File: src/design/smic_params.svh
// Constants of the shared memory interface configuration block.
// Included by the package user files; definitions only.
`ifndef SMIC_PARAMS_SVH
`define SMIC_PARAMS_SVH

// Clock and rounding of times to whole cycles
`define SMIC_CLK_PERIOD_NS 25
`define SMIC_NS_TO_CYC(ns) (((ns) + `SMIC_CLK_PERIOD_NS - 1) / `SMIC_CLK_PERIOD_NS)

// Strobe phase times
`define SMIC_T_SHORT_NS 30
`define SMIC_T_LONG_NS 60
`define SMIC_T_EDGE_NS 15
`define SMIC_T_RD_TAIL_NS 30
`define SMIC_T_PULSE_STEP_NS 30
`define SMIC_T_HIZ_NS 15
`define SMIC_CYC_SHORT `SMIC_NS_TO_CYC(`SMIC_T_SHORT_NS)
`define SMIC_CYC_LONG `SMIC_NS_TO_CYC(`SMIC_T_LONG_NS)
`define SMIC_CYC_EDGE `SMIC_NS_TO_CYC(`SMIC_T_EDGE_NS)
`define SMIC_CYC_RD_TAIL `SMIC_NS_TO_CYC(`SMIC_T_RD_TAIL_NS)
`define SMIC_CYC_HIZ `SMIC_NS_TO_CYC(`SMIC_T_HIZ_NS)

// Refresh spacing in crystal periods
`define SMIC_REFRESH_XTAL_PERIODS 512
`define SMIC_REFRESH_HALF_PERIODS (`SMIC_REFRESH_XTAL_PERIODS / 2)
`define SMIC_ROWS_DRAM_256K 512
`define SMIC_ROWS_DRAM_1M 1024
`define SMIC_ROWS_DRAM_4M 2048

// Register indices, byte addresses and reset values
`define SMIC_IDX_MEM_CFG 12'h032
`define SMIC_IDX_IB_BASE 12'h034
`define SMIC_IDX_IQ_SIZE 12'h036
`define SMIC_ADDR_MEM_CFG (`SMIC_IDX_MEM_CFG * 12'h004)
`define SMIC_ADDR_IB_BASE (`SMIC_IDX_IB_BASE * 12'h004)
`define SMIC_ADDR_IQ_SIZE (`SMIC_IDX_IQ_SIZE * 12'h004)
`define SMIC_ADDR_STATUS 12'h100
`define SMIC_RST_MEM_CFG 16'hE4F0
`define SMIC_RST_IB_BASE 16'h0000
`define SMIC_RST_IQ_SIZE 16'h0000

// Memory configuration fields
`define SMIC_F_REF 0
`define SMIC_F_ORG_LO 1
`define SMIC_F_ORG_HI 3
`define SMIC_F_U 4
`define SMIC_F_V 5
`define SMIC_F_W 6
`define SMIC_F_Z 7
`define SMIC_F_SLOT_LO 8
`define SMIC_F_SLOT_HI 15

// Queue size fields
`define SMIC_F_CS_LO 0
`define SMIC_F_CS_HI 1
`define SMIC_F_MS_LO 2
`define SMIC_F_MS_HI 4
`define SMIC_F_HS_LO 5
`define SMIC_F_HS_HI 7
`define SMIC_F_TIME_BASE_SELECT 15

// Shared memory layout
`define SMIC_IB_SHIFT 8
`define SMIC_QUEUE_OFFSET 256
`define SMIC_BIG_Q_UNIT 128
`define SMIC_CI_Q_UNIT 64

// Bus responses
`define SMIC_RESP_OKAY 2'h0
`define SMIC_RESP_SLVERR 2'h2

`endif

File: src/design/smic_pkg.sv
// Types of the shared memory interface configuration block.
// Constants live in smic_params.svh.
package smic_pkg;

  typedef enum logic [2:0] {
    SMIC_ORG_SRAM_128K = 3'b000,
    SMIC_ORG_SRAM_512K = 3'b001,
    SMIC_ORG_DRAM_256K = 3'b010,
    SMIC_ORG_DRAM_1M = 3'b011,
    SMIC_ORG_DRAM_4M = 3'b100
  } smic_org_t;

  typedef enum logic [2:0] {
    SMIC_ST_IDLE = 3'b000,
    SMIC_ST_PH1 = 3'b001,
    SMIC_ST_PH2 = 3'b010,
    SMIC_ST_PH3 = 3'b011,
    SMIC_ST_PH4 = 3'b100
  } smic_state_t;

  typedef struct packed {
    logic awvalid;
    logic [11:0] awaddr;
    logic wvalid;
    logic [31:0] wdata;
    logic [3:0] wstrb;
    logic bready;
    logic arvalid;
    logic [11:0] araddr;
    logic rready;
  } smic_axil_req_t;

  typedef struct packed {
    logic awready;
    logic wready;
    logic bvalid;
    logic [1:0] bresp;
    logic arready;
    logic rvalid;
    logic [31:0] rdata;
    logic [1:0] rresp;
  } smic_axil_rsp_t;

  typedef struct packed {
    logic row_strobe_n;
    logic column_strobe_n;
    logic chip_enable_n;
    logic output_enable_n;
    logic write_enable_n;
    logic bus_drive;
  } smic_strobe_t;

  typedef struct packed {
    logic [23:0] ib_base;
    logic [22:0] ib_word;
    logic [23:0] hdlc_base;
    logic [10:0] hdlc_words;
    logic [23:0] mon_base;
    logic [10:0] mon_words;
    logic [23:0] ci_base;
    logic [8:0] ci_words;
  } smic_queue_map_t;

endpackage : smic_pkg

File: src/design/smic_arbiter.sv
// Fixed-slot memory arbiter with a refresh requester.
// Assumes slot fields and requests are stable within the cycle.
`timescale 1ns/1ps
module smic_arbiter (
  // Priority slots, slot 1 in the low bits
  input wire logic [7:0] slots_i,
  // Requests
  input wire logic [3:0] req_i,
  input wire logic refresh_req_i,
  input wire logic refresh_urgent_i,
  // One-hot winner, bit 4 is refresh
  output logic [4:0] win_o
);
  function automatic logic [3:0] ent_onehot(input logic [1:0] ent);
    ent_onehot = 4'h1 << ent;
  endfunction : ent_onehot

  always_comb begin
    logic found;
    logic [3:0] sel;
    found = 1'b0;
    sel = 4'h0;
    win_o = 5'h00;
    if (refresh_req_i && refresh_urgent_i) begin
      win_o = 5'h10;
      found = 1'b1;
    end
    for (int i = 0; i < 4; i++) begin
      sel = ent_onehot(slots_i[2*i +: 2]);
      if (!found && |(sel & req_i)) begin
        win_o = {1'b0, sel};
        found = 1'b1;
      end
    end
    if (!found && refresh_req_i) begin
      win_o = 5'h10;
    end
  end
endmodule : smic_arbiter

File: src/design/smic_top.sv
// Shared memory interface configuration: registers, refresh, arbitration, strobe timing.
// Assumes synchronous inputs, requesters holding req until granted, and an AXI4-Lite master.
//
// Decided for this implementation: the AXI4-Lite slave port.
`timescale 1ns/1ps
`include "smic_params.svh"

// Functional notes
// - Refresh runs only while the refresh enable bit is one.
// - One refresh cycle starts every 512 crystal clock periods.
// - Organisation code 0..4 picks SRAM or DRAM type; codes 5..7 are forbidden.
// - Refresh rows per DRAM type: 512, 1024 or 2048.
// - DRAM row and column strobe fall delays are 60ns or 30ns per bit.
// - DRAM column low and tail are 60ns or 30ns; cycle sums four phases.
// - Memory outputs float during the last 15ns of every cycle.
// - Between cycles outputs float or drive per the low-impedance select.
// - SRAM write chip enable pulse 30..120ns, plus 15ns either side.
// - SRAM read output enable pulse 30..120ns, plus 30ns.
// - Four two-bit slots name requesters; slot one wins first.
// - Refresh normally ranks last, below all four requesters.
// - Refresh unserved after half an interval jumps to top rank.
// - Configuration register resets to E4F0.
// - Initiate block base is register value times 256.
// - Upper 23 address bits pick a word; low bit picks a byte.
// - HDLC queue starts at base plus 256, 128 words times code plus one.
// - Monitor queue follows HDLC queue, same size scale.
// - Command/indicate queue follows monitor queue, 64 to 256 words.
// - Time base ticks on frame sync rise or on every master clock.
module smic_top (
  // Clock, reset, enable
  input wire logic clk_i,
  input wire logic sys_rst_i,
  input wire logic ce_i,
  // Register bus
  input wire smic_pkg::smic_axil_req_t axil_req_i,
  output smic_pkg::smic_axil_rsp_t axil_rsp_o,
  // Timing sources
  input wire logic crystal_input_i,
  input wire logic frame_sync_i,
  input wire logic bus_low_z_select_i,
  // Requesters: rx dma, processor, tx dma, interrupt controller
  input wire logic [3:0] mem_req_i,
  input wire logic [3:0] mem_we_i,
  output logic [3:0] mem_grant_o,
  output logic refresh_active_o,
  output logic cycle_done_o,
  // Memory strobes and refresh row
  output smic_pkg::smic_strobe_t strobe_o,
  output logic [10:0] refresh_row_o,
  // Shared memory layout and time base
  output smic_pkg::smic_queue_map_t queue_map_o,
  output logic time_base_tick_o
);
  import smic_pkg::*;

  logic [15:0] mem_cfg;
  logic [15:0] ib_base;
  logic [15:0] iq_size;
  logic aw_held;
  logic w_held;
  logic [11:0] aw_addr;
  logic [15:0] w_data;
  logic [1:0] w_strb;
  logic bvalid;
  logic [1:0] bresp;
  logic rvalid;
  logic [31:0] rdata;
  logic [1:0] rresp;
  logic do_write;
  logic [2:0] wsel;
  logic [15:0] cfg_wr;
  smic_org_t org;
  logic is_dram;
  logic refresh_on;
  logic xtal_q;
  logic xtal_rise;
  logic [8:0] xtal_cnt;
  logic interval_start;
  logic half_hit;
  logic refresh_pend;
  logic refresh_urgent;
  logic refresh_grant;
  logic [10:0] refresh_row;
  logic [10:0] row_last;
  logic [4:0] win;
  smic_state_t state;
  smic_state_t next_state;
  logic [3:0] cnt;
  logic [3:0] next_cnt;
  logic [4:0] owner;
  logic [4:0] next_owner;
  logic cyc_wr;
  logic next_wr;
  logic start;
  logic cycle_end;
  logic fs_q;

  // Register decode: bit 2 hit, bits 1:0 select
  function automatic logic [2:0] reg_decode(input logic [11:0] addr);
    if (addr == `SMIC_ADDR_MEM_CFG) reg_decode = 3'h4;
    else if (addr == `SMIC_ADDR_IB_BASE) reg_decode = 3'h5;
    else if (addr == `SMIC_ADDR_IQ_SIZE) reg_decode = 3'h6;
    else if (addr == `SMIC_ADDR_STATUS) reg_decode = 3'h7;
    else reg_decode = 3'h0;
  endfunction : reg_decode

  function automatic logic [15:0] merge16(input logic [15:0] old, input logic [15:0] data,
                                          input logic [1:0] strb);
    merge16 = {strb[1] ? data[15:8] : old[15:8], strb[0] ? data[7:0] : old[7:0]};
  endfunction : merge16

  function automatic logic last_phase(input smic_state_t st, input logic dram);
    last_phase = (st == SMIC_ST_PH4) || (!dram && st == SMIC_ST_PH3);
  endfunction : last_phase

  function automatic logic [3:0] phase_len(input smic_state_t st, input logic dram,
                                           input logic wr, input logic [15:0] cfg);
    int code;
    code = 0;
    phase_len = 4'(`SMIC_CYC_SHORT);
    if (dram) begin
      unique case (st)
        SMIC_ST_PH1: phase_len = cfg[`SMIC_F_U] ? 4'(`SMIC_CYC_LONG) : 4'(`SMIC_CYC_SHORT);
        SMIC_ST_PH2: phase_len = cfg[`SMIC_F_V] ? 4'(`SMIC_CYC_LONG) : 4'(`SMIC_CYC_SHORT);
        SMIC_ST_PH3: phase_len = cfg[`SMIC_F_W] ? 4'(`SMIC_CYC_LONG) : 4'(`SMIC_CYC_SHORT);
        default: phase_len = cfg[`SMIC_F_Z] ? 4'(`SMIC_CYC_LONG) : 4'(`SMIC_CYC_SHORT);
      endcase
    end else if (st == SMIC_ST_PH2) begin
      code = wr ? int'({cfg[`SMIC_F_V], cfg[`SMIC_F_U]}) : int'({cfg[`SMIC_F_Z], cfg[`SMIC_F_W]});
      phase_len = 4'(`SMIC_NS_TO_CYC(`SMIC_T_PULSE_STEP_NS * (code + 1)));
    end else if (st == SMIC_ST_PH3 && !wr) begin
      phase_len = 4'(`SMIC_CYC_RD_TAIL);
    end else begin
      phase_len = 4'(`SMIC_CYC_EDGE);
    end
  endfunction : phase_len

  function automatic smic_strobe_t strobe_of(input smic_state_t st, input logic [3:0] c,
                                             input logic dram, input logic wr, input logic refr,
                                             input logic low_z);
    smic_strobe_t s;
    s = '{1'b1, 1'b1, 1'b1, 1'b1, 1'b1, low_z};
    if (st != SMIC_ST_IDLE) begin
      s.bus_drive = !(last_phase(st, dram) && c <= 4'(`SMIC_CYC_HIZ));
      if (dram) begin
        s.row_strobe_n = (st == SMIC_ST_PH1);
        s.column_strobe_n = !(st == SMIC_ST_PH3 && !refr);
        s.output_enable_n = !(st == SMIC_ST_PH3 && !wr && !refr);
        s.write_enable_n = !((st == SMIC_ST_PH2 || st == SMIC_ST_PH3) && wr && !refr);
      end else begin
        s.chip_enable_n = (st != SMIC_ST_PH2);
        s.output_enable_n = !(st == SMIC_ST_PH2 && !wr);
        s.write_enable_n = !(st == SMIC_ST_PH2 && wr);
      end
    end
    strobe_of = s;
  endfunction : strobe_of

  // Register bus slave
  assign do_write = aw_held && w_held && !bvalid;
  assign wsel = reg_decode(aw_addr);
  always_comb begin
    cfg_wr = merge16(mem_cfg, w_data, w_strb);
    if (cfg_wr[`SMIC_F_ORG_HI:`SMIC_F_ORG_LO] > 3'h4) begin
      cfg_wr[`SMIC_F_ORG_HI:`SMIC_F_ORG_LO] = mem_cfg[`SMIC_F_ORG_HI:`SMIC_F_ORG_LO];
    end
  end

  always_comb begin
    axil_rsp_o.awready = ce_i && !aw_held && !bvalid;
    axil_rsp_o.wready = ce_i && !w_held && !bvalid;
    axil_rsp_o.bvalid = bvalid;
    axil_rsp_o.bresp = bresp;
    axil_rsp_o.arready = ce_i && !rvalid;
    axil_rsp_o.rvalid = rvalid;
    axil_rsp_o.rdata = rdata;
    axil_rsp_o.rresp = rresp;
  end

  always_ff @(posedge clk_i) begin
    if (sys_rst_i) begin
      aw_held <= 1'b0;
      w_held <= 1'b0;
      aw_addr <= 12'h000;
      w_data <= 16'h0000;
      w_strb <= 2'h0;
      bvalid <= 1'b0;
      bresp <= `SMIC_RESP_OKAY;
    end else if (ce_i) begin
      if (axil_req_i.awvalid && axil_rsp_o.awready) begin
        aw_held <= 1'b1;
        aw_addr <= axil_req_i.awaddr;
      end
      if (axil_req_i.wvalid && axil_rsp_o.wready) begin
        w_held <= 1'b1;
        w_data <= axil_req_i.wdata[15:0];
        w_strb <= axil_req_i.wstrb[1:0];
      end
      if (do_write) begin
        aw_held <= 1'b0;
        w_held <= 1'b0;
        bvalid <= 1'b1;
        bresp <= wsel[2] ? `SMIC_RESP_OKAY : `SMIC_RESP_SLVERR;
      end else if (bvalid && axil_req_i.bready) begin
        bvalid <= 1'b0;
      end
    end
  end

  always_ff @(posedge clk_i) begin
    if (sys_rst_i) begin
      mem_cfg <= `SMIC_RST_MEM_CFG;
      ib_base <= `SMIC_RST_IB_BASE;
      iq_size <= `SMIC_RST_IQ_SIZE;
    end else if (ce_i && do_write) begin
      unique case (wsel)
        3'h4: mem_cfg <= cfg_wr;
        3'h5: ib_base <= merge16(ib_base, w_data, w_strb);
        3'h6: iq_size <= merge16(iq_size, w_data, w_strb);
        default: ;
      endcase
    end
  end

  always_ff @(posedge clk_i) begin
    if (sys_rst_i) begin
      rvalid <= 1'b0;
      rdata <= 32'h0000_0000;
      rresp <= `SMIC_RESP_OKAY;
    end else if (ce_i) begin
      if (axil_req_i.arvalid && axil_rsp_o.arready) begin
        rvalid <= 1'b1;
        rresp <= `SMIC_RESP_OKAY;
        unique case (reg_decode(axil_req_i.araddr))
          3'h4: rdata <= {16'h0000, mem_cfg};
          3'h5: rdata <= {16'h0000, ib_base};
          3'h6: rdata <= {16'h0000, iq_size};
          3'h7: rdata <= {11'h000, owner, state, refresh_urgent, refresh_pend, refresh_row};
          default: begin
            rdata <= 32'h0000_0000;
            rresp <= `SMIC_RESP_SLVERR;
          end
        endcase
      end else if (rvalid && axil_req_i.rready) begin
        rvalid <= 1'b0;
      end
    end
  end

  // Refresh scheduling
  assign org = smic_org_t'(mem_cfg[`SMIC_F_ORG_HI:`SMIC_F_ORG_LO]);
  assign is_dram = (org == SMIC_ORG_DRAM_256K) || (org == SMIC_ORG_DRAM_1M) || (org == SMIC_ORG_DRAM_4M);
  assign refresh_on = mem_cfg[`SMIC_F_REF] && is_dram;
  assign xtal_rise = crystal_input_i && !xtal_q;
  assign interval_start = refresh_on && xtal_rise && (xtal_cnt == 9'(`SMIC_REFRESH_XTAL_PERIODS - 1));
  assign half_hit = refresh_on && xtal_rise && (xtal_cnt == 9'(`SMIC_REFRESH_HALF_PERIODS - 1));
  assign refresh_grant = ce_i && start && win[4];

  always_ff @(posedge clk_i) begin
    if (sys_rst_i) begin
      xtal_q <= 1'b0;
      xtal_cnt <= 9'h000;
    end else if (ce_i) begin
      xtal_q <= crystal_input_i;
      if (!refresh_on) xtal_cnt <= 9'h000;
      else if (xtal_rise) xtal_cnt <= xtal_cnt + 9'h001;
    end
  end

  always_ff @(posedge clk_i) begin
    if (sys_rst_i) begin
      refresh_pend <= 1'b0;
      refresh_urgent <= 1'b0;
    end else if (ce_i) begin
      if (!refresh_on) begin
        refresh_pend <= 1'b0;
        refresh_urgent <= 1'b0;
      end else begin
        refresh_pend <= interval_start || (refresh_pend && !refresh_grant);
        refresh_urgent <= (half_hit && refresh_pend && !refresh_grant) || (refresh_urgent && !refresh_grant);
      end
    end
  end

  always_comb begin
    unique case (org)
      SMIC_ORG_DRAM_256K: row_last = 11'(`SMIC_ROWS_DRAM_256K - 1);
      SMIC_ORG_DRAM_1M: row_last = 11'(`SMIC_ROWS_DRAM_1M - 1);
      default: row_last = 11'(`SMIC_ROWS_DRAM_4M - 1);
    endcase
  end

  always_ff @(posedge clk_i) begin
    if (sys_rst_i) begin
      refresh_row <= 11'h000;
    end else if (ce_i && refresh_grant) begin
      refresh_row <= (refresh_row >= row_last) ? 11'h000 : refresh_row + 11'h001;
    end
  end

  // Arbitration and cycle sequencing
  smic_arbiter u_arbiter (
    .slots_i(mem_cfg[`SMIC_F_SLOT_HI:`SMIC_F_SLOT_LO]),
    .req_i(mem_req_i),
    .refresh_req_i(refresh_pend && refresh_on),
    .refresh_urgent_i(refresh_urgent),
    .win_o(win)
  );

  always_comb begin
    next_state = state;
    next_cnt = cnt;
    next_owner = owner;
    next_wr = cyc_wr;
    start = 1'b0;
    cycle_end = 1'b0;
    unique case (state)
      SMIC_ST_IDLE: begin
        if (|win) begin
          start = 1'b1;
          next_owner = win;
          next_wr = |(win[3:0] & mem_we_i);
          next_state = (is_dram || next_wr) ? SMIC_ST_PH1 : SMIC_ST_PH2;
          next_cnt = phase_len(next_state, is_dram, next_wr, mem_cfg);
        end
      end
      SMIC_ST_PH1, SMIC_ST_PH2, SMIC_ST_PH3, SMIC_ST_PH4: begin
        if (cnt > 4'h1) begin
          next_cnt = cnt - 4'h1;
        end else if (last_phase(state, is_dram)) begin
          next_state = SMIC_ST_IDLE;
          next_owner = 5'h00;
          cycle_end = 1'b1;
        end else begin
          next_state = smic_state_t'(state + 3'h1);
          next_cnt = phase_len(next_state, is_dram, cyc_wr, mem_cfg);
        end
      end
      default: begin
        next_state = SMIC_ST_IDLE;
        next_owner = 5'h00;
      end
    endcase
  end

  always_ff @(posedge clk_i) begin
    if (sys_rst_i) begin
      state <= SMIC_ST_IDLE;
      cnt <= 4'h0;
      owner <= 5'h00;
      cyc_wr <= 1'b0;
      cycle_done_o <= 1'b0;
      strobe_o <= '{1'b1, 1'b1, 1'b1, 1'b1, 1'b1, 1'b0};
    end else if (ce_i) begin
      state <= next_state;
      cnt <= next_cnt;
      owner <= next_owner;
      cyc_wr <= next_wr;
      cycle_done_o <= cycle_end;
      strobe_o <= strobe_of(next_state, next_cnt, is_dram, next_wr, next_owner[4], bus_low_z_select_i);
    end
  end

  assign mem_grant_o = owner[3:0];
  assign refresh_active_o = owner[4];
  assign refresh_row_o = refresh_row;

  // Shared memory layout and time base
  always_ff @(posedge clk_i) begin
    if (sys_rst_i) begin
      queue_map_o <= '0;
      fs_q <= 1'b0;
      time_base_tick_o <= 1'b0;
    end else if (ce_i) begin
      queue_map_o.ib_base <= {ib_base, 8'h00};
      queue_map_o.ib_word <= {ib_base, 7'h00};
      queue_map_o.hdlc_base <= {ib_base, 8'h00} + 24'(`SMIC_QUEUE_OFFSET);
      queue_map_o.hdlc_words <= 11'((iq_size[`SMIC_F_HS_HI:`SMIC_F_HS_LO] + 4'h1) * `SMIC_BIG_Q_UNIT);
      queue_map_o.mon_base <= {ib_base, 8'h00} + 24'(`SMIC_QUEUE_OFFSET)
        + 24'((iq_size[`SMIC_F_HS_HI:`SMIC_F_HS_LO] + 4'h1) * `SMIC_BIG_Q_UNIT);
      queue_map_o.mon_words <= 11'((iq_size[`SMIC_F_MS_HI:`SMIC_F_MS_LO] + 4'h1) * `SMIC_BIG_Q_UNIT);
      queue_map_o.ci_base <= {ib_base, 8'h00} + 24'(`SMIC_QUEUE_OFFSET)
        + 24'((iq_size[`SMIC_F_HS_HI:`SMIC_F_HS_LO] + 4'h1) * `SMIC_BIG_Q_UNIT)
        + 24'((iq_size[`SMIC_F_MS_HI:`SMIC_F_MS_LO] + 4'h1) * `SMIC_BIG_Q_UNIT);
      queue_map_o.ci_words <= 9'((iq_size[`SMIC_F_CS_HI:`SMIC_F_CS_LO] + 3'h1) * `SMIC_CI_Q_UNIT);
      fs_q <= frame_sync_i;
      time_base_tick_o <= iq_size[`SMIC_F_TIME_BASE_SELECT] ? (frame_sync_i && !fs_q) : 1'b1;
    end
  end
endmodule : smic_top

File: config.mk
export PLATFORM = sky130hd
export DESIGN_NAME = smic_top
export DESIGN_NICKNAME = d
export VERILOG_FILES = /design/src/design/smic_pkg.sv /design/src/design/smic_arbiter.sv /design/src/design/smic_top.sv
export VERILOG_INCLUDE_DIRS = /design/src /design/src/design
export SDC_FILE = /design/constraint.sdc
export NUM_CORES = 1
export LEC_CHECK = 0
export BUFFER_PORTS_ARGS = -buffer_cell sky130_fd_sc_hd__buf_2
export CORE_MARGIN = 3
export CORE_UTILIZATION = 45
export DETAILED_ROUTE_END_ITERATION = 8
export GPL_TIMING_DRIVEN = 0
export PLACE_DENSITY_LB_ADDON = 0.1
export SYNTH_ARGS = -nofsm -noshare
export SYNTH_HDL_FRONTEND = slang
export SYNTH_HIERARCHICAL = 1
export SYNTH_SLANG_ARGS = --single-unit
File: constraint.sdc
create_clock -name clk_i -period 4.4 [get_ports clk_i]
set_input_delay 0.44 -clock clk_i [delete_from_list [all_inputs] [get_ports clk_i]]
set_output_delay 0.44 -clock clk_i [all_outputs]
set_load 0.01 [all_outputs]
# Word level (Yosys, flattened, before mapping)
# Cells that the tools add are included.
# totals
elab_cells	302
inputBits	79
reg_bits	262
# op_classes
magnitude_cmp	4
n_addsub	16
muxes	79
n_bitwise	6
n_shift	4
n_mul	2
n_reduce_logical	107
eq_ne	39
div_mod_pow	2
# ops
operator	n
$pmux W21 S4	1
$eq A12 B8 Y1 const B	6
$div A32 B6 Y32 const B	2
$add A24 B11 Y24	2
$logic_and A1 B1 Y1	45
$mux W5	9
$mux W3	14
$mux W4	8
$eq A3 B3 Y1 const B	10
$mux W1	28
$reduce_or A4 Y1	7
$add A24 B9 Y24 const B	1
$eq A12 B9 Y1 const B	2
$eq A3 B2 Y1 const B	8
$logic_not A1 Y1	23
$pmux W11 S2	1
$reduce_and A3 Y1	7
$and A4 B4 Y4	5
$sub A9 B1 Y10 const B	2
$add A8 B5 Y9 const B	2
$mux W2	9
$mux W9	2
$reduce_and A2 Y1	9
$shl A1 B2 Y4 const A	4
other kinds (32)	52

# Depth between registers and ports, before layout
# logic_depth
depth_word	38
ltp_mapped	19

# Modules after synthesis
# Netlist, hierarchy kept.
# by_module_without_submodules
mod	cells_each	n_inst	area_each_um2
smic_top	1370	1	11613.6
smic_arbiter	59	1	486.7

# Least setup slack after synthesis
# OpenSTA, ideal clock, no wires.
# synth_path
kind	register -> register
from	reg mem_cfg[3]
to	reg strobe_o[0] in the netlist's numbering
arrival_time_ps	3816
required_ps	4263
stages_incl_launch_ff	15
path_buffers	0
path_slack_ps	447
cell_sequence	dfxtp_1 or3b_2 nand2_1 and3_1 a21oi_1 a22oi_4 or3_4 a31oi_1 or4_1 nor2_1 nor2_1 a222oi_1 a31oi_1 nor4bb_1 o32ai_1
# synth_via
elab_chain_cells	38
# synth_lines
element	line	rtl
start, declared	smic_top.sv:56	logic [15:0] mem_cfg;
start signal, assigned	smic_top.sv:212	mem_cfg <= `SMIC_RST_MEM_CFG;
start signal, assigned	smic_top.sv:217	3'h4: mem_cfg <= cfg_wr;
$eq A3 B2 Y1	smic_top.sv:252	assign is_dram = (org == SMIC_ORG_DRAM_256K) || (org == SMIC_ORG_DRAM_1M) || (org == SMIC_ORG_DRAM_4M);
$logic_or A1 B1 Y1	smic_top.sv:252	
$logic_or A1 B1 Y1 *	smic_top.sv:252	
$logic_and A1 B1 Y1 *	smic_top.sv:253	assign refresh_on = mem_cfg[`SMIC_F_REF] && is_dram;
$logic_and A1 B1 Y1 *	smic_top.sv:305	.refresh_req_i(refresh_pend && refresh_on),
$logic_and A1 B1 Y1	smic_arbiter.sv:24	if (refresh_req_i && refresh_urgent_i) begin
$mux W1	smic_arbiter.sv:24	
$logic_not A1 Y1	smic_arbiter.sv:30	if (!found && |(sel & req_i)) begin
(+14 left out)	-	
net win[3]	smic_top.sv:85	logic [4:0] win;
(+8 left out)	-	
$mux W4	smic_top.sv:128	end else if (st == SMIC_ST_PH2) begin
$mux W4	smic_top.sv:121	if (dram) begin
$mux W4	smic_top.sv:319	if (|win) begin
$pmux W4 S2	smic_top.sv:317	unique case (state)
$le A4 B1 Y1	smic_top.sv:144	s.bus_drive = !(last_phase(st, dram) && c <= 4'(`SMIC_CYC_HIZ));
$logic_and A1 B1 Y1	smic_top.sv:144	
$logic_not A1 Y1	smic_top.sv:144	
$mux W6 *	smic_top.sv:143	if (st != SMIC_ST_IDLE) begin
end signal, assigned	smic_top.sv:353	strobe_o <= '{1'b1, 1'b1, 1'b1, 1'b1, 1'b1, 1'b0};
end signal, assigned	smic_top.sv:360	strobe_o <= strobe_of(next_state, next_cnt, is_dram, next_wr, next_owner[4], bus_low_z_select_i);
end, declared	smic_top.sv:48	output smic_pkg::smic_strobe_t strobe_o,
# The timed path passes the listed nets; every way through them passes the cells marked *.
# A chain may end at the register's enable or synchronous reset.

# Worst setup path after layout
# Same ends and word-level chain as after synthesis.

==> results.cfg <==
[cells_and_area]
final_core_util = 0.568
num_antenna_cells = 0
final_layout_size_suffix_gt1_frac = 0.237
syn2layout_area_growth_pct = 23.3
nets = 1852
nFillCells = 2485

[synth]
synth-seq-cells = 226
synthCells = 1429
synthFlopType = dfxtp_1
syn_avg_cell_area_um2 = 8.47
yosys.area.top_type = dfxtp_1
ys_top_cells_by_area = dfxtp_1 37%, mux2i_1 7.6%, nor2_1 6.8%, buf_4 5.5%, nand2_1 4.2%
synth_seq_area_share = 0.374
async_reset_ff_frac = 0
yosys.area.top_type_share = 0.374
yosysWarnings = 6
synth_edf_count = 0
ys_types = 86
synth.cell_area_mm2 = 0.0121

[worst_setup_path]
worst_path_max_delay_cell = or4_4
r2r_slack_ns = 0.21
crit_required_ns = 4.78
cp-end-kind = flip-flop
r2r_cells = 13
max_stage_delay_ns = 0.58
path_class = reg2reg
path_cells = or3b_4 -> nand2_8 -> and3_2 -> a21oi_2 -> a22oi_4 -> or3_4 -> a31oi_4 -> or4_4 -> o21ai_1 -> nor2_1 -> a222oi_1 -> nor4bb_2 -> o32ai_1
cp-startpoint = mem_cfg[3]
crit_path_start_kind = flip-flop
cp.arrival_ns = 4.57
critPathMaxFanout = 8
rr_startpoint = mem_cfg[3]
worstReg2RegEnd = strobe_o[0]

[clocking]
htreeDepth = 1
cts_buffers = 25
clock_sinks = 226
clkLatencyLatePin_ns = 0.52
clockBufferDepth = 3
path_clk_slew_ns = 0.06
cts-root-buf = clkbuf_16
cts_tree = built

[floorplanning]
start_util = 0.460
coreArea_mm2 = 0.0263
io_pins = 294
dieArea_mm2 = 0.0289
die_y_um = 170
die_w_um = 170
fp-row-count = 59

[status]
status = complete, no violations

[routing]
drt_iter0_markers = 857
vias = 11300
route.detailed.drc = 0
routedWlPerCell_um = 18.4
drt_pass1_iterations = 6
vias_per_cell = 5.40
ant_nets = 0
wl_um = 38400

[timing]
fmax_mhz = 239
rsz0062_at_grt = no
skew_ns = 0.0118
setup_slack_ns = 0.211
finalSetupViolations = 0
finalMaxSlewViolations = 0
worst_pin_slew_ns = 1.13
min_period_over_period = 0.952
fin_crit_ns = 4.19
relSlewSlack = 0.245
finalHoldViolCount = 0
holdWs_ns = 0.158

[placed_design]
gp_congestion = 0.936
place_ws_ns = -0.604
dp_hpwl_um = 29300
portBuffers = 204

[power_and_ir_drop]
pwr-share-seq = 0.431
combPwrFrac = 0.114
p_sw_mw = 1.23
ir_drop_v = 0.000294
p_per_area_mw_per_mm2 = 332
p_clk_frac = 0.454
p_int_mw = 3.72
sw_frac_of_total = 0.249
power.leakage_nw = 6.72

[global_routing]
grt_pass1_vias = 10100
grt_usage = 0.251
overflow = 0
antenna_found_initial = 0
grt_pass1_wl_um = 57800
grt_max_degree = 14

[hold_path]
hold_start = axil_req_i[57]
hp-class = in2reg
min_path_cells = 3
hold-path-endpoint = aw_addr[5]

[job]
max_cap_violations = 0
## synthesized netlist by cell type, types with 13 or more instances
master	count
xor2_1	24
clkbuf_1	66
dfxtp_1	226
inv_1	33
nand3_1	32
nor2_1	219
and3_1	16
nor3_1	19
buf_4	89
ha_1	35
o21ai_0	27
mux2_2	15
nand2_1	134
a21oi_1	85
a222oi_1	19
xnor2_1	23
a211oi_1	35
a31oi_1	13
mux2i_1	92
## metrics by stage
stage / setup TNS, ns / area (µm²) / total power [mW] / std cells
after detailed placement: -2.84 / 13800 / 2.71 / 2037
after global routing: 0 / 14900 / 5.11 / 2087
after CTS: -0.0166 / 14800 / 4.95 / 2085
after floorplan: 0 / 12400 / 2.53 / 1498
final: 0 / 14900 / 4.95 / 2087
after global placement: -3.14 / 13800 / 2.71 / 2037
## what timing repair did
action / CTS / global route
pin swaps: 2 / 7
resized for setup: 16 / 27
setup endpoints to repair: 9 / 11
hold buffers: 0 / 0
setup buffers: 4 / 2
## routing by layer
layer  wire length, µm  GRT usage  share of wire
met1             17400      0.358           0.45
met2             17100      0.400           0.45
met3              2850     0.0365          0.074
met4              1010     0.0681          0.026
met5                 0          0              0
## sequential cells by signal, summed over array words and instances, names as in the netlist, 2 cells and up
signal / count
w_data: 16
iq_size: 16
aw_addr: 12
w_strb: 2
xtal_cnt: 9
queue_map_o: 76
owner: 5
mem_cfg: 16
rdata: 21
strobe_o: 6
ib_base: 16
cnt: 4
state: 3
refresh_row_o: 11
## layout make-up
type	instances	area [µm²]	share of cell area
Clock buffer	36	747	0.0501
Clock inverter	8	143	0.00956
Sequential cell	226	4530	0.304
Timing Repair Buffer	210	1070	0.0714
Buffer	173	1030	0.0690
Inverter	34	128	0.00855
Multi-Input combinational cell	1065	6860	0.460
Tap cell	335	419	0.0281
## power groups by stage
stage / sequential [mW] / combinational (mW) / clock (mW)
2_1_floorplan: 2.18 / 0.356 / 0
3_3_place_gp: 2.18 / 0.531 / 0
3_5_place_dp: 2.18 / 0.532 / 0
4_1_cts: 2.14 / 0.546 / 2.27
5_1_grt: 2.14 / 0.621 / 2.35
6_report: 2.14 / 0.567 / 2.25
## cells in the final DEF, fill, tap and decap left out, types with 15 or more instances in the layout
cell / Yosys / layout
o21ai_0: 27 / 25
a222oi_1: 19 / 19
inv_1: 33 / 33
a21oi_1: 85 / 84
a211oi_1: 35 / 35
xor2_1: 24 / 24
buf_4: 89 / 95
nand3_1: 32 / 32
nor2_1: 219 / 219
dfxtp_1: 226 / 221
nor3_1: 19 / 19
buf_2: 6 / 210
and3_1: 16 / 15
xnor2_1: 23 / 23
mux2i_1: 92 / 92
clkbuf_1: 66 / 69
clkbuf_16: 0 / 25
nand2_1: 134 / 133
conb_1: 2 / 71
ha_1: 35 / 35
## kinds of logic (layout without fill, tap and decap cells)
group,count (synthesis),count (layout),synth area share
AO/OA/AOI/OAI,267,267,0.153
multiplexers,112,112,0.0975
XOR/XNOR,47,47,0.0340
flip-flops,226,226,0.374
adder cells (fa/ha/maj),38,38,0.0412
buffers and inverters,207,461,0.0956
AND/OR/NAND/NOR,530,530,0.204
other,2,71,0.000621
## worst max-delay path by stage
stage                        to  slack, ns  depth (start not counted)
detailed placement  strobe_o[0]      -0.60                         14
global placement    strobe_o[0]      -0.69                         14
floorplan           strobe_o[0]       0.45                         14
CTS                 strobe_o[0]      -0.02                         16
global route        strobe_o[0]       0.01                         20
finish              strobe_o[0]       0.21                         13
## worst max-delay path: cells and delay by family (launching register included)
family | cells | cell delay, ns
AOI/OAI and AO/OA | 6 | 1.52
and+or+nand+nor | 7 | 2.15
DFF | 1 | 0.37
Power figures use the tool's default switching activity.
